**config.mk**
```make
export PLATFORM = sky130hd
export DESIGN_NAME = power_on_strap_sampler
export DESIGN_NICKNAME = d
export VERILOG_FILES = /design/src/logic/strap_pkg.sv /design/src/logic/power_on_strap_sampler.sv
export SDC_FILE = /design/constraint.sdc
export NUM_CORES = 1
export LEC_CHECK = 0
export BUFFER_PORTS_ARGS = -buffer_cell sky130_fd_sc_hd__buf_2
export CORE_UTILIZATION = 40
export CTS_CLUSTER_DIAMETER = 100
export DETAILED_ROUTE_END_ITERATION = 8
export PLACE_DENSITY = 0.67
export SKIP_LAST_GASP = 1
export SLEW_MARGIN = 20
export SYNTH_ARGS = -nofsm -noshare
export SYNTH_HDL_FRONTEND = slang
export SYNTH_SLANG_ARGS = --single-unit
```
**constraint.sdc**
```tcl
create_clock -name pclk -period 3.45 [get_ports pclk]
set_clock_uncertainty 0.15 [all_clocks]
set_input_delay 0.1725 -clock pclk [delete_from_list [all_inputs] [get_ports pclk]]
set_output_delay 0.1725 -clock pclk [all_outputs]
set_load 0.01 [all_outputs]
```
**src/logic/strap_pkg.sv**
```systemverilog
// strap sampler constants: timing, reset values, register map
// assumes a 20 MHz pclk and an apb master of 32-bit data
package strap_pkg;
  localparam int unsigned clk_hz = 20000000;
  // capture delay after reset release, in microseconds
  localparam int unsigned capture_delay_us = 2000;
  localparam int unsigned capture_delay_cycles = capture_delay_us * (clk_hz / 1000000);
  // internal reset hold, longest figure, in milliseconds
  localparam int unsigned por_hold_ms = 110;
  localparam int unsigned por_hold_cycles = por_hold_ms * (clk_hz / 1000);
  // register byte offsets
  localparam logic [11:0] cfg_off = 12'h000;
  localparam logic [11:0] status_off = 12'h004;
  localparam logic [11:0] raw_off = 12'h008;
  localparam logic [11:0] ctrl_off = 12'h00c;
  // field positions in cfg and raw
  localparam int unsigned host_if_pos = 0;
  localparam int unsigned wcore_boot_pos = 1;
  localparam int unsigned acore_boot_pos = 2;
  localparam int unsigned card_role_pos = 3;
  localparam int unsigned voltage_trim_pos = 4;
  localparam int unsigned dbg_clk_pos = 5;
  localparam int unsigned init_mode_pos = 6;
  localparam int unsigned osc_src_pos = 7;
  localparam int unsigned usb_role_pos = 8;
  localparam int unsigned strap_bits = 9;
  // chip default levels, usb role defaults to device (high)
  localparam logic [8:0] strap_reset = 9'h100;
  // synchroniser reset: wake input idles high
  localparam logic [12:0] sync_reset = 13'h0800;
  // decoded modes for the reset straps
  localparam logic [8:0] mode_reset = 9'h101;
  localparam logic [31:0] ctrl_reset = 32'h0000_0000;
  typedef enum logic [1:0] {st_hold, st_wait, st_done} state_e;
endpackage : strap_pkg

```
**src/logic/power_on_strap_sampler.sv**
```systemverilog
// power-on strap sampler with apb status registers
// assumes pins are asynchronous to pclk; presetn is the external reset
`timescale 1ns/1ps

module power_on_strap_sampler #(
  parameter int unsigned capture_cycles = strap_pkg::capture_delay_cycles,
  parameter int unsigned por_cycles = strap_pkg::por_hold_cycles,
  parameter bit rev_b0 = 1'b0
) (
  // clock and reset
  input wire logic pclk,
  input wire logic presetn,
  // apb slave
  input wire logic psel,
  input wire logic penable,
  input wire logic pwrite,
  input wire logic [11:0] paddr,
  input wire logic [31:0] pwdata,
  output logic [31:0] prdata,
  output logic pready,
  output logic pslverr,
  // strap pins, asynchronous
  input wire logic [8:0] strap_pins,
  input wire logic crystal_present,
  input wire logic hibernate_osc_select,
  input wire logic hibernate_regulator_enable_in,
  input wire logic hibernate_wake_input_n,
  // pin ownership and decoded modes
  output logic straps_active,
  output logic core_reset_n,
  output logic slave_serial_interface_en,
  output logic wireless_core_boot_sram,
  output logic application_core_boot_sram,
  output logic card_host_role,
  output logic voltage_trim_en,
  output logic debug_clock_from_crystal,
  output logic power_init_mode1,
  output logic lowpower_osc_internal,
  output logic hibernate_osc_use_crystal,
  output logic usb_device_role,
  output logic hibernate_regulator_enable_out,
  output logic wake_request
);

  // two-flop synchronisers; only the second stage feeds logic
  localparam int unsigned sync_w = 13;
  logic [sync_w-1:0] pins_raw;
  logic [sync_w-1:0] pins_m_q;
  logic [sync_w-1:0] pins_s_q;

  assign pins_raw = {hibernate_osc_select, hibernate_wake_input_n,
                     hibernate_regulator_enable_in, crystal_present, strap_pins};

  // wake stage resets high, its idle level, so reset raises no wake
  always_ff @(posedge pclk or negedge presetn) begin
    if (!presetn) begin
      pins_m_q <= strap_pkg::sync_reset;
      pins_s_q <= strap_pkg::sync_reset;
    end else begin
      pins_m_q <= pins_raw;
      pins_s_q <= pins_m_q;
    end
  end

  wire [8:0] strap_sync = pins_s_q[8:0];
  wire crystal_sync = pins_s_q[9];
  wire reg_en_sync = pins_s_q[10];
  wire wake_n_sync = pins_s_q[11];
  wire osc_sel_sync = pins_s_q[12];

  // strap levels to mode enables, one bit per strap field
  function automatic logic [8:0] decode_straps(input logic [8:0] s);
    logic [8:0] m;
    m = s;

    // host interface enabled by a low strap
    m[strap_pkg::host_if_pos] = ~s[strap_pkg::host_if_pos];
    // trim strap is no strap on b0
    if (rev_b0) begin
      m[strap_pkg::voltage_trim_pos] = 1'b0;
    end
    return m;
  endfunction : decode_straps

  // last cycle of a counted phase
  function automatic logic limit_reached(input logic [31:0] cnt, input int unsigned limit);
    return (cnt >= limit - 1);
  endfunction : limit_reached

  // one aligned register word
  function automatic logic reg_hit(input logic [11:0] addr, input logic [11:0] off);
    return (addr == off);
  endfunction : reg_hit

  // status word: state, done, conflict, crystal, regulator, wake
  function automatic logic [31:0] status_word(input strap_pkg::state_e st,
                                              input logic conflict, input logic use_xtal,
                                              input logic reg_on, input logic wake);
    return {25'h0000000, wake, reg_on, use_xtal, conflict, st == strap_pkg::st_done, st};
  endfunction : status_word

  // raw word: synchronised pin levels as they stand
  function automatic logic [31:0] raw_word(input logic [11:0] pins);
    return {20'h00000, pins};
  endfunction : raw_word

  // ctrl word: bit 0 is a strobe and reads back zero
  function automatic logic [31:0] ctrl_word(input logic [31:0] wdata);
    return {wdata[31:1], 1'b0};
  endfunction : ctrl_word

  // reset hold and capture sequencing
  // counts fit 32 bits for the longest hold
  strap_pkg::state_e state_q;
  strap_pkg::state_e state_d;
  logic [31:0] count_q;
  logic [31:0] count_d;

  logic [8:0] strap_q;
  logic [8:0] mode_q;
  logic hib_sel_q;
  logic conflict_q;
  logic use_xtal_q;

  logic [31:0] ctrl_q;
  logic soft_recapture;

  wire hold_done = limit_reached(count_q, por_cycles);
  wire wait_done = limit_reached(count_q, capture_cycles);

  always_comb begin
    state_d = state_q;
    case (state_q)
      strap_pkg::st_hold: begin
        if (hold_done) begin
          state_d = strap_pkg::st_wait;
        end
      end
      strap_pkg::st_wait: begin
        if (wait_done) begin
          state_d = strap_pkg::st_done;
        end
      end
      strap_pkg::st_done: begin
        if (soft_recapture) begin
          state_d = strap_pkg::st_wait;
        end
      end
      default: begin
        state_d = strap_pkg::st_hold;
      end
    endcase
  end

  // phase counter restarts whenever the state moves on
  always_comb begin
    count_d = count_q + 32'h1;
    case (state_q)
      strap_pkg::st_hold: begin
        if (hold_done) begin
          count_d = 32'h0;
        end
      end
      strap_pkg::st_wait: begin
        if (wait_done) begin
          count_d = 32'h0;
        end
      end
      strap_pkg::st_done: begin
        count_d = 32'h0;
      end
      default: begin
        count_d = 32'h0;
      end
    endcase
  end

  wire capture_now = (state_q == strap_pkg::st_wait) && wait_done;

  // state register
  always_ff @(posedge pclk or negedge presetn) begin
    if (!presetn) begin
      state_q <= strap_pkg::st_hold;
    end else begin
      state_q <= state_d;
    end
  end

  // phase counter
  always_ff @(posedge pclk or negedge presetn) begin
    if (!presetn) begin
      count_q <= 32'h0;
    end else begin
      count_q <= count_d;
    end
  end

  always_ff @(posedge pclk or negedge presetn) begin
    if (!presetn) begin
      strap_q <= strap_pkg::strap_reset;
      hib_sel_q <= 1'b0;
    end else if (capture_now) begin
      strap_q <= strap_sync;
      hib_sel_q <= osc_sel_sync;
    end
  end

  // decoded modes in flops of their own, loaded with the straps
  always_ff @(posedge pclk or negedge presetn) begin
    if (!presetn) begin
      mode_q <= strap_pkg::mode_reset;
      conflict_q <= 1'b0;
    end else if (capture_now) begin
      mode_q <= decode_straps(strap_sync);
      // host interface and card host both set
      conflict_q <= ~strap_sync[strap_pkg::host_if_pos] & strap_sync[strap_pkg::card_role_pos];
    end
  end

  // crystal unless select latched high; select taken at capture
  always_ff @(posedge pclk or negedge presetn) begin
    if (!presetn) begin
      use_xtal_q <= 1'b0;
    end else begin
      use_xtal_q <= crystal_sync & ~(capture_now ? osc_sel_sync : hib_sel_q);
    end
  end

  assign straps_active = (state_q != strap_pkg::st_done);
  assign core_reset_n = (state_q == strap_pkg::st_done);

  assign slave_serial_interface_en = mode_q[strap_pkg::host_if_pos];

  assign wireless_core_boot_sram = mode_q[strap_pkg::wcore_boot_pos];

  assign application_core_boot_sram = mode_q[strap_pkg::acore_boot_pos];

  assign card_host_role = mode_q[strap_pkg::card_role_pos];

  // trim, not a strap on b0
  assign voltage_trim_en = mode_q[strap_pkg::voltage_trim_pos];

  assign debug_clock_from_crystal = mode_q[strap_pkg::dbg_clk_pos];

  assign power_init_mode1 = mode_q[strap_pkg::init_mode_pos];

  assign lowpower_osc_internal = mode_q[strap_pkg::osc_src_pos];

  assign usb_device_role = mode_q[strap_pkg::usb_role_pos];

  // auto pick, strap only with crystal
  assign hibernate_osc_use_crystal = use_xtal_q;

  assign hibernate_regulator_enable_out = reg_en_sync;

  assign wake_request = ~wake_n_sync;

  // apb slave, zero wait states
  wire setup_ok = psel & ~penable;
  wire access = psel & penable;
  wire hit_cfg = reg_hit(paddr, strap_pkg::cfg_off);
  wire hit_status = reg_hit(paddr, strap_pkg::status_off);
  wire hit_raw = reg_hit(paddr, strap_pkg::raw_off);
  wire hit_ctrl = reg_hit(paddr, strap_pkg::ctrl_off);

  wire mapped = hit_cfg | hit_status | hit_raw | hit_ctrl;
  wire wr_ctrl = access & pwrite & hit_ctrl;

  // write of bit 0 in ctrl re-runs capture; pins go back to strap duty
  assign soft_recapture = wr_ctrl & pwdata[0];

  // read selection; unmapped words read zero
  logic [31:0] rd_mux;
  always_comb begin
    rd_mux = 32'h0000_0000;
    if (hit_cfg) begin
      rd_mux = {23'h000000, strap_q};
    end else if (hit_status) begin
      rd_mux = status_word(state_q, conflict_q, use_xtal_q, reg_en_sync, wake_request);
    end else if (hit_raw) begin
      rd_mux = raw_word(pins_s_q[11:0]);
    end else if (hit_ctrl) begin
      rd_mux = ctrl_q;
    end
  end

  // read data loaded in setup, so it stands at the access edge
  always_ff @(posedge pclk or negedge presetn) begin
    if (!presetn) begin
      prdata <= 32'h0000_0000;
    end else if (setup_ok && !pwrite) begin
      prdata <= rd_mux;
    end
  end

  // ctrl scratch bits; writes elsewhere change nothing
  always_ff @(posedge pclk or negedge presetn) begin
    if (!presetn) begin
      ctrl_q <= strap_pkg::ctrl_reset;
    end else if (wr_ctrl) begin
      ctrl_q <= ctrl_word(pwdata);
    end
  end

  // unmapped words answer with an error
  assign pready = 1'b1;
  assign pslverr = access & ~mapped;

endmodule : power_on_strap_sampler

```
== Yosys cells after proc, flatten, opt, wreduce, memory -nomap -nowiden ==
Index checks and enable logic that the tools add are counted.

* Bits of input ports: 62
* Output and inout bits: 48
* Register bits: 144
* Word-level logic and storage cells: 57

* Muxes and demuxes: 12
* Add/sub/neg operators: 1
* Equality and inequality tests: 9
* Reduce and logical (&&, ||, !) cells: 6
* Bitwise logic cells: 16
* $lt $le $gt $ge: 2

{| class="wikitable"
|+ Operators with widths
! cell !! number
|-
| two-way mux 32 bit || 6
|-
| one-hot mux 32 bit (2 select lines) || 1
|-
| adder 32 x 1 -> 32 bit (second input constant) || 1
|-
| greater-or-equal comparator 32 x 16 -> 1 bit (second input constant) || 1
|-
| greater-or-equal comparator 32 x 22 -> 1 bit (second input constant) || 1
|-
| == test 12 x 4 -> 1 bit (second input constant) || 2
|-
| == test 12 x 3 -> 1 bit (second input constant) || 1
|-
| zero test 12 bit || 1
|-
| bitwise AND 1 bit || 8
|-
| two-way mux 2 bit || 3
|-
| inequality test 2 bit (second input constant) || 3
|-
| one-hot mux 2 bit (3 select lines) || 1
|-
| NOT 1 bit || 5
|-
| OR 1 bit || 3
|-
| AND reduction 3 bit || 1
|-
| == test 2 x 1 -> 1 bit (second input constant) || 1
|-
| == test 2 bit (second input constant) || 1
|-
| logical AND 1 bit || 2
|-
| zero test 2 bit || 1
|-
| inequality test 2 x 1 -> 1 bit (second input constant) || 1
|-
| zero test 1 bit || 1
|-
| two-way mux 1 bit || 1
|}

== Longest topological paths before layout ==
Gate-level depths: netlist (run 1).

* Depth after elaboration: 6
* Gate-level depth with buffers: 8
* Depth with buffers taken out: 6

== Worst setup path before layout (run 1) ==
No wires, ideal clock.

* Path type: flip-flop to flip-flop
* Start point: register count_q[18]
* End point: register count_q[5]
* Required time: 3,181 ps
* Arrival time: 1,859 ps
* Period minus slack after synthesis: 2,128 ps
* Library setup time: 119 ps
* Stages on the path, launching flop included: 7
* Path slack: 1,322 ps
* Buffers on the path: 1
* Path through: dfrtp_1 -> nor3_2 -> or4b_1 -> a2111o_1 -> a22oi_4 -> buf_6 -> nor2_2

* Longest elaborated chain between the ends: 3
* Elaborated cells between the ends (all ways): 5
* Those cells by class: order compare (2); mux (3)

{| class="wikitable"
|+ RTL lines
! element !! line !! RTL
|-
| start: declaration || power_on_strap_sampler.sv:116 || <nowiki>logic [31:0] count_q;</nowiki>
|-
| start signal: assignment || power_on_strap_sampler.sv:194 || <nowiki>count_q <= count_d;</nowiki>
|-
| greater-or-equal comparator 32 x 16 -> 1 bit / greater-or-equal comparator 32 x 22 -> 1 bit (equally long branches) || power_on_strap_sampler.sv:87 || <nowiki>return (cnt >= limit - 1);</nowiki>
|-
| two-way mux 32 bit, on equally long branches || power_on_strap_sampler.sv:165, power_on_strap_sampler.sv:160 ||
|-
| one-hot mux 32 bit (2 select lines) (*) || power_on_strap_sampler.sv:158 || <nowiki>case (state_q)</nowiki>
|-
| named net count_d[5] || power_on_strap_sampler.sv:117 || <nowiki>logic [31:0] count_d;</nowiki>
|}

The timed path passes the listed nets; every way through them passes the cells marked *.
A chain may end at the register's enable or synchronous reset.

== Worst setup path after layout (run 1) ==
* Start point: register count_q[18]
* End point: register count_q[4]

Same word-level chain as after synthesis.

==> load_flow_metrics.sql, run 1 <==
INSERT INTO impl_metrics (metric_group, metric, value, unit) VALUES
('pwr', 'pwr-share-comb', '13.1', '%'),
('run_status', 'outcome', 'completed', ''),
('global_route', 'maximum_number_of_pins_on_one_net_before_global_route_repair', '82', ''),
('global_route', 'grt.total_usage', '18.33', '%'),
('cts', 'cts_buffer_depth', '2', ''),
('placed_design', 'dp.final_hpwl', '7.648', 'mm'),
('sta', 'worst_margin_pin_slew', '826.3', 'ps'),
('synth', 'async_reset_ff_share', '100.0', '%'),
('pwr', 'clock_power_share', '43.8', '%'),
('critical_path', 'r2r_setup_slack', '900', 'ps'),
('cells_and_area', 'nNetsFinal', '635', ''),
('worst_hold_path', 'hold_depth', '4', ''),
('critical_path', 'worstPathRequired', '3570', 'ps'),
('synth', 'syn_area_per_cell', '13.39', 'µm²'),
('critical_path', 'r2r_cells', '5', ''),
('cts', 'clock_insertion_delay_worst_skew', '420', 'ps'),
('sta', 'slew_headroom', '44.91', '%'),
('cts', 'post-cts-setup-buffers', '0', ''),
('pwr', 'pwr_density_cell', '576.2', 'nW/µm²'),
('placed_design', 'placedInstanceArea', '6161', 'µm²'),
('synth', 'yosys_warnings', '0', ''),
('synth', 'syn_area', '5424', 'µm²'),
('flow_run', 'max_cap_violations', '0', ''),
('pwr', 'power.ir.vdd_worst', '0.0003781', 'V'),
('sta', 'final-max-slew-violation-count', '0', ''),
('route', 'first_pass_iteration_count_of_the_detailed_router', '4', ''),
('worst_hold_path', 'min-delay-path-class', 'in -> reg', ''),
('cts', 'cts.sinks', '136', ''),
('sta', 'fin_setup_tns', '0', 'ps'),
('critical_path', 'critical_path.endpoint_type', 'flip-flop', ''),
('cts', 'htree_levels', '4', ''),
('global_route', 'first_pass_grt_wire_length', '19.61', 'mm'),
('die', 'die_height', '118.4', 'µm'),
('synth', 'synthDistinctLibCells', '48', ''),
('cts', 'cts-buffers-inserted', '17', ''),
('sta', 'grt_setup_unrepaired', 'no', ''),
('cts', 'tritoncts', 'built', ''),
('route', 'detailroute.via_count', '3769', ''),
('route', 'remaining_drc_errors', '0', ''),
('cells_and_area', 'multi_input_area', '1914', 'µm²'),
('sta', 'finalCriticalPeriod', '2551', 'ps'),
('critical_path', 'critical_path.reg2reg.endpoint', 'count_q[4]$_DFF_PN0_', ''),
('cells_and_area', 'sequential_cell_area', '3408', 'µm²'),
('worst_hold_path', 'min_from', 'paddr[10]', ''),
('placed_design', 'port-buffer-count', '108', ''),
('cts', 'clk_pin_slew_worst_paths', '60', 'ps'),
('critical_path', 'worst-endpoint-arrival', '2670', 'ps'),
('cells_and_area', 'insertedDiodeCount', '0', ''),
('sta', 'setup-violations-final', '0', ''),
('global_route', 'grt.overflow.total', '0', ''),
('cells_and_area', 'layout-area-overhead-vs-synth', '33.26', '%'),
('route', 'ant_nets', '0', ''),
('route', 'post_route_wl', '11.79', 'mm'),
('synth', 'post_synth_inst_count', '405', ''),
('global_route', 'antenna_violations_before_repair', '0', ''),
('cells_and_area', 'layout.filler_cells', '1112', ''),
('synth', 'synth-seq-cells', '136', ''),
('synth', 'synth-edff-count', '0', ''),
('critical_path', 'worstReg2RegStart', 'count_q[18]$_DFF_PN0_', ''),
('die', 'die_width', '118.4', 'µm'),
('placed_design', 'placed_cells_incl_taps', '683', ''),
('die', 'placementRows', '42', ''),
('die', 'placeableCoreArea', '13240', 'µm²'),
('route', 'avgViaCountPerCell', '4.953', ''),
('synth', 'synth.yosys.seq_area_share', '62.84', '%'),
('cells_and_area', 'layout.cell_area.non_filler', '7228', 'µm²'),
('sta', 'period_share', '73.95', '%'),
('placed_design', 'gp_congestion', '0.8580', ''),
('pwr', 'share_seq_of_total_power', '43.2', '%'),
('global_route', 'grt_pass1_vias', '3914', ''),
('pwr', 'internal_power', '0.003178', 'W');
-- layer usage --
layer | up-vias | routed length (µm) | global-route usage, % | part of all wire (%)
li1 | 1764 | - | - | -
met1 | 1887 | 5298 | 22.71 | 45
met2 | 100 | 5733 | 30.33 | 49
met3 | 18 | 534 | 4.440 | 4.5
met4 | 0 | 223 | 8.386 | 1.9
met5 | - | 0 | 0 | 0
-- registers in the layout, indices dropped and copies added, names as in the netlist --
name,count
hibernate_osc_use_crystal,1
state_q,2
prdata,32
pins_s_q,13
hib_sel_q,1
conflict_q,1
pins_m_q,13
count_q,32
strap_q,9
mode_q,1
ctrl_q,31
-- worst max path at each step --
stage | startpoint | endpoint | slack, ps
detailed placement | count_q[18]$_DFF_PN0_ | count_q[4]$_DFF_PN0_ | 880
CTS | count_q[18]$_DFF_PN0_ | count_q[4]$_DFF_PN0_ | 870
global placement | count_q[18]$_DFF_PN0_ | count_q[18]$_DFF_PN0_ | 950
finish | count_q[18]$_DFF_PN0_ | count_q[4]$_DFF_PN0_ | 900
global route | count_q[18]$_DFF_PN0_ | count_q[4]$_DFF_PN0_ | 730
floorplan | count_q[18]$_DFF_PN0_ | count_q[5]$_DFF_PN0_ | 1320
-- power groups by stage --
stage	Sequential (W)	Combinational, W	Clock (W)
2_1_floorplan	0.00183	0.000279	0
3_3_place_gp	0.00181	0.000492	0
3_5_place_dp	0.00182	0.000503	0
4_1_cts	0.00180	0.000551	0.00186
5_1_grt	0.00181	0.000588	0.00193
6_report	0.00180	0.000544	0.00182
-- layout by cell type, fill, tap and decap left out, types with 2 or more instances in the layout --
cell,Yosys,final
sky130_fd_sc_hd__clkinv_4,0,2
sky130_fd_sc_hd__a31oi_1,2,2
sky130_fd_sc_hd__dfstp_2,4,4
sky130_fd_sc_hd__o22ai_1,2,2
sky130_fd_sc_hd__nand3_1,23,23
sky130_fd_sc_hd__nor2_2,10,10
sky130_fd_sc_hd__clkbuf_8,0,2
sky130_fd_sc_hd__mux4_2,6,6
sky130_fd_sc_hd__buf_2,7,107
sky130_fd_sc_hd__nor2b_1,4,4
sky130_fd_sc_hd__nor4_1,8,8
sky130_fd_sc_hd__mux2_4,6,6
sky130_fd_sc_hd__and4_1,4,4
sky130_fd_sc_hd__xor2_1,6,6
sky130_fd_sc_hd__mux2i_1,7,7
sky130_fd_sc_hd__mux2_2,35,35
sky130_fd_sc_hd__nor3_1,8,8
sky130_fd_sc_hd__nand2_1,29,28
sky130_fd_sc_hd__buf_4,1,5
sky130_fd_sc_hd__o31ai_1,3,3
sky130_fd_sc_hd__a21oi_1,2,2
sky130_fd_sc_hd__bufinv_16,0,3
sky130_fd_sc_hd__xnor2_1,13,13
sky130_fd_sc_hd__nor2_1,18,18
sky130_fd_sc_hd__and3_1,4,4
sky130_fd_sc_hd__nand4_1,5,5
sky130_fd_sc_hd__o21ai_0,4,4
sky130_fd_sc_hd__dfrtp_1,132,132
sky130_fd_sc_hd__clkinv_2,0,4
sky130_fd_sc_hd__or4b_1,2,2
sky130_fd_sc_hd__clkbuf_16,0,17
sky130_fd_sc_hd__a22o_1,20,20
sky130_fd_sc_hd__dlygate4sd3_1,0,46
sky130_fd_sc_hd__conb_1,2,11
sky130_fd_sc_hd__inv_1,9,9
sky130_fd_sc_hd__clkinvlp_4,0,3
-- Yosys cell counts (3+ instances only) --
library cell,number,area share (%)
sky130_fd_sc_hd__dfrtp_1,132,61
sky130_fd_sc_hd__mux2_2,35,7.3
sky130_fd_sc_hd__nand2_1,29,2.0
sky130_fd_sc_hd__nand3_1,23,2.1
sky130_fd_sc_hd__a22o_1,20,3.2
sky130_fd_sc_hd__nor2_1,18,1.2
sky130_fd_sc_hd__xnor2_1,13,2.1
sky130_fd_sc_hd__nor2_2,10,1.2
sky130_fd_sc_hd__inv_1,9,0.62
sky130_fd_sc_hd__clkbuf_1,8,0.55
sky130_fd_sc_hd__nor3_1,8,0.74
sky130_fd_sc_hd__nor4_1,8,0.92
sky130_fd_sc_hd__buf_2,7,0.65
sky130_fd_sc_hd__mux2i_1,7,1.3
sky130_fd_sc_hd__mux2_4,6,1.7
sky130_fd_sc_hd__mux4_2,6,2.5
sky130_fd_sc_hd__xor2_1,6,0.97
sky130_fd_sc_hd__nand4_1,5,0.58
sky130_fd_sc_hd__and3_1,4,0.46
sky130_fd_sc_hd__and4_1,4,0.65
sky130_fd_sc_hd__dfstp_2,4,1.9
sky130_fd_sc_hd__nor2b_1,4,0.46
sky130_fd_sc_hd__o21ai_0,4,0.37
sky130_fd_sc_hd__buf_6,3,0.62
sky130_fd_sc_hd__o31ai_1,3,0.42
-- metrics by stage --
step / power (W) / utilization (%) / setup slack, ps
final: 0.004165 / 54.58 / 898.6
after global routing: 0.004334 / 54.58 / 729.9
after CTS: 0.004210 / 54.58 / 871.7
after detailed placement: 0.002328 / 46.52 / 877.7
after global placement: 0.002307 / 46.50 / 954.0
after floorplan: 0.002108 / - / 1322
-- timing repair --
item / 4_1_cts / 5_1_grt
hold endpoints to repair: 120 / 0
gates resized for setup: 0 / 0
endpoints found under the setup margin: 0 / 0
hold buffers: 46 / 0
-- layout make-up --
type	count	area share (%)
Clock buffer	20	6.318
Tap cell	176	3.047
Clock inverter	12	2.077
Inverter	9	0.4674
Sequential cell	136	47.15
Timing Repair Buffer	159	14.45
Multi-Input combinational cell	249	26.48
-- critical path: stages (launching register included) --
cell,delay (ps)
sky130_fd_sc_hd__dfrtp_1,430
sky130_fd_sc_hd__nor3_2,250
sky130_fd_sc_hd__or4b_1,450
sky130_fd_sc_hd__a2111o_1,350
sky130_fd_sc_hd__a22oi_4,640
sky130_fd_sc_hd__nor2_1,120
-- kinds of logic (layout without fill, tap and decap cells) --
family | Yosys count | count (layout) | synth area share [%]
xor+xnor | 19 | 19 | 3.068
mux | 54 | 54 | 12.71
fa+ha+maj | 1 | 1 | 0.2306
buf+inv | 29 | 200 | 2.653
simple gates | 122 | 122 | 11.74
compound gates | 42 | 42 | 6.621
flops | 136 | 136 | 62.84
other cells | 2 | 11 | 0.1385
(Power assumes the default switching activity.)
==> run 2, diff against run 1 <==
Settings changed: ABC_AREA from default to 1, PLACE_DENSITY 0.67 to 0.69.
Clock period 3.45 ns to 2.2 ns, I/O delays scaled along.
==> run 2 against run 1 <==
Critical path depth up 5; count of clock-buffer cells in the layout decreased by 1; via count up 23%; die area grew 6.3%; synthesized area up 6.4%; worst setup slack got worse by 640 ps; first-iteration DRC count grew 5.3%; non-clock buffer count rose by 4; maximum frequency increased by 31%; final cell count grew 24%; sequential cell count is the same; critical path type unchanged; largest power group unchanged; highest routed layer unchanged.
==> load_flow_metrics.sql, run 2 <==
INSERT INTO impl_metrics (metric_group, metric, value, unit) VALUES
('cells_and_area', 'largestRegisters', 'count_q: 32 flops, prdata: 32 flops, ctrl_q: 31 flops', ''),
('cts', 'htree_levels', '4', ''),
('critical_path', 'delay_of_the_slowest_cell_on_the_worst_path', '360', 'ps'),
('critical_path', 'worst-endpoint-arrival', '2070', 'ps'),
('placed_design', 'placed_cells_incl_taps', '863', ''),
('cells_and_area', 'layout.cell_area.non_filler', '7731', 'µm²'),
('global_route', 'grt_busiest_layer', 'met2', ''),
('die', 'placeableCoreArea', '13990', 'µm²'),
('sta', 'finalCriticalPeriod', '1941', 'ps'),
('cts', 'tritoncts', 'built', ''),
('cells_and_area', 'commonest_non_fill_non_tap_cells_in_the_layout', 'sky130_fd_sc_hd__nand2_1, sky130_fd_sc_hd__dfrtp_1, sky130_fd_sc_hd__buf_2', ''),
('cts', 'cts_buffer_depth', '2', ''),
('route', 'remaining_drc_errors', '0', ''),
('pwr', 'pwr_density_cell', '893.5', 'nW/µm²'),
('cts', 'cts.repair.resized', '0', ''),
('route', 'first_pass_iteration_count_of_the_detailed_router', '4', ''),
('critical_path', 'timing.critical_path.mode_cell', 'sky130_fd_sc_hd__nand2_1', ''),
('route', 'detailroute.via_count', '4648', ''),
('pwr', 'power.ir.vdd_worst', '0.0005878', 'V'),
('die', 'ios', '110', ''),
('synth', 'async_reset_ff_share', '100.0', '%'),
('cells_and_area', 'finalNonFillerCells', '941', ''),
('die', 'die_width', '122.1', 'µm'),
('sta', 'hold_violations', '0', ''),
('placed_design', 'gp_congestion', '0.8854', ''),
('sta', 'worst_margin_pin_slew', '613.4', 'ps'),
('synth', 'synth-seq-cells', '136', ''),
('cells_and_area', 'nNetsFinal', '811', ''),
('global_route', 'global_route_met2_usage', '32.91', '%'),
('cts', 'clock_insertion_delay_worst_skew', '420', 'ps'),
('route', 'detail_route.iter0.violations', '260', ''),
('sta', 'period_share', '88.22', '%'),
('sta', 'grt_setup_unrepaired', 'no', ''),
('cells_and_area', 'insertedDiodeCount', '0', ''),
('global_route', 'first_pass_grt_wire_length', '22.72', 'mm'),
('synth', 'ys_dominant_reg_cell', 'sky130_fd_sc_hd__dfrtp_1', ''),
('critical_path', 'criticalPathCategory', 'reg -> reg', ''),
('cts', 'cts-buffers-inserted', '17', ''),
('global_route', 'met1_usage', '24.77', '%'),
('cells_and_area', 'final_layout_size_suffix_gt1_share', '25.76', '%'),
('global_route', 'grt.overflow.total', '0', ''),
('synth', 'synthMostInstantiatedCell', 'sky130_fd_sc_hd__nand2_1', ''),
('global_route', 'antenna_violations_before_repair', '0', ''),
('synth', 'post_synth_inst_count', '575', ''),
('global_route', 'met3_usage', '5.993', '%'),
('cts', 'cts.sinks', '136', ''),
('synth', 'most_frequent_cells_after_synthesis', 'sky130_fd_sc_hd__nand2_1, sky130_fd_sc_hd__dfrtp_1, sky130_fd_sc_hd__nand3_1, sky130_fd_sc_hd__nor2_1, sky130_fd_sc_hd__inv_1', ''),
('global_route', 'grt_pass1_vias', '4801', ''),
('synth', 'top_post_synthesis_cells_by_area', 'sky130_fd_sc_hd__dfrtp_1, sky130_fd_sc_hd__nand2_1, sky130_fd_sc_hd__mux2_4', ''),
('route', 'ant_nets', '0', ''),
('critical_path', 'worstPathMaxFanout', '21', ''),
('synth', 'yosys_warnings', '0', ''),
('cts', 'clock-root-buffer', 'sky130_fd_sc_hd__clkbuf_16', ''),
('sta', 'fin_setup_tns', '0', 'ps'),
('global_route', 'grt.total_usage', '20.30', '%'),
('synth', 'synth.yosys.seq_area_share', '59.05', '%'),
('critical_path', 'path_cells', 'ha_1 > nand3_2 > inv_1 > nand2_1 > nand3_1 > nand2_1 > nand3_2 > nand2_1 > inv_2 > nor2_1', ''),
('die', 'initial_utilization', '41.26', '%'),
('synth', 'synth-edff-count', '0', ''),
('flow_run', 'max_cap_violations', '0', ''),
('synth', 'synth_largest_type_area_fraction', '57.23', '%'),
('critical_path', 'worstPathRequired', '2330', 'ps'),
('pwr', 'power.static_leakage', '3.976', 'nW'),
('cts', 'clk_pin_slew_worst_paths', '60', 'ps'),
('cells_and_area', 'layout.cells.most_common', 'sky130_fd_sc_hd__nand2_1', ''),
('sta', 'slew_headroom', '58.89', '%'),
('run_status', 'outcome', 'completed', ''),
('global_route', 'maximum_number_of_pins_on_one_net_before_global_route_repair', '63', ''),
('critical_path', 'timing.critical_path.slowest_stage_cell', 'sky130_fd_sc_hd__dfrtp_1', ''),
('placed_design', 'placedInstanceArea', '6574', 'µm²'),
('route', 'post_route_wl', '14.01', 'mm'),
('route', 'avgViaCountPerCell', '4.939', ''),
('die', 'die_height', '122.1', 'µm'),
('sta', 'setup-violations-final', '0', ''),
('synth', 'syn_area_per_cell', '10.04', 'µm²'),
('placed_design', 'port-buffer-count', '108', ''),
('die', 'overall_die_area', '14910', 'µm²'),
('sta', 'final-max-slew-violation-count', '0', ''),
('synth', 'syn_area', '5772', 'µm²'),
('worst_hold_path', 'min-delay-path-class', 'in -> async', ''),
('cells_and_area', 'layout-area-overhead-vs-synth', '33.95', '%'),
('sta', 'achievable-frequency', '515.2', 'MHz'),
('synth', 'synthDistinctLibCells', '34', ''),
('die', 'placementRows', '43', ''),
('placed_design', 'dp.final_hpwl', '9.586', 'mm'),
('critical_path', 'timing.critical_path.from_type', 'flip-flop', ''),
('synth', 'synth_top_area_cell', 'sky130_fd_sc_hd__dfrtp_1', ''),
('critical_path', 'critical_path.endpoint_type', 'flip-flop', ''),
('route', 'avg_wl_per_cell', '14.89', 'µm');
## run 2: cell types whose count changed after synthesis, sizes merged, moves of 7 or more
cell   before  now
nand2      29  154
nand3      23   67
nor2       28   61
inv         9   36
a22o       20    0
o21ai       5   18
xnor2      13    1
mux2       41   31
nand4       5   15
mux2i       7    0
## run 2: logic make-up after synthesis
logic type / count (synthesis) / share of synthesized area (%)
other: 2 / 0.1301
AND/OR/NAND/NOR: 313 / 23.95
AO/OA/AOI/OAI: 26 / 2.558
buffers and inverters: 54 / 4.270
multiplexers: 31 / 7.999
XOR/XNOR: 12 / 1.821
adder cells (fa/ha/maj): 1 / 0.2167
flip-flops: 136 / 59.05
## run 2: final timing paths
check	startpoint	endpoint	slack (ps)	cells past startpoint
min in group pclk	paddr[2]	prdata[6]$_DFFE_PN0P_	80	6
min reg2reg	pins_m_q[12]$_DFF_PN0_	pins_s_q[12]$_DFF_PN0_	200	0
max in group asynchronous	presetn	pins_m_q[11]$_DFF_PN1_	1140	3
min	presetn	ctrl_q[17]$_DFFE_PN0P_	40	2
max	count_q[0]$_DFF_PN0_	count_q[12]$_DFF_PN0_	260	10
max reg2reg	count_q[0]$_DFF_PN0_	count_q[12]$_DFF_PN0_	260	10
## run 2: layout make-up
| class | count | area, µm² |
|---|---|---|
| Tap cell | 180 | 225.2 |
| Timing Repair Buffer | 163 | 1109 |
| Sequential cell | 136 | 3408 |
| Clock buffer | 19 | 432.9 |
| Multi-Input combinational cell | 394 | 2157 |
| Clock inverter | 13 | 264.0 |
| Fill cell | 1189 | 6257 |
| Inverter | 36 | 135.1 |
## run 2: timing repair
action	in CTS	in global routing
buffers inserted	0	0
hold buffers	46	0
hold endpoints to repair	178	0
## run 2: per-stage QoR
step	setup WS, ps	hold WS, ps	power [W]	utilization (%)
6_report	259.1	37.31	0.006908	55.27
5_1_grt	88.83	74.13	0.007190	55.27
4_1_cts	255.9	47.89	0.006969	55.27
3_5_place_dp	265.0	-54.29	0.003533	46.99
3_3_place_gp	359.1	-64.38	0.003512	46.99
2_1_floorplan	523.6	-335.6	0.003180	-
## run 2: power breakdown
part           internal (W)  switching, W
clock network       0.00226       0.00108
logic              0.000287      0.000444
registers           0.00269      0.000137
## run 2: routing by layer
layer  part of all wire [%]  vias to the layer above
met1                     43                     2256
met4                    2.6                        0
met3                    5.8                       31
met2                     48                      145
li1                       -                     2216
met5                      0                        -
## run 2: critical path: cells and delay by family (launching register included)
kind | cells | cell delay [ps]
buffers and inverters | 2 | 390
and+or+nand+nor | 7 | 680
adders and majority gates | 1 | 210
DFF | 1 | 360
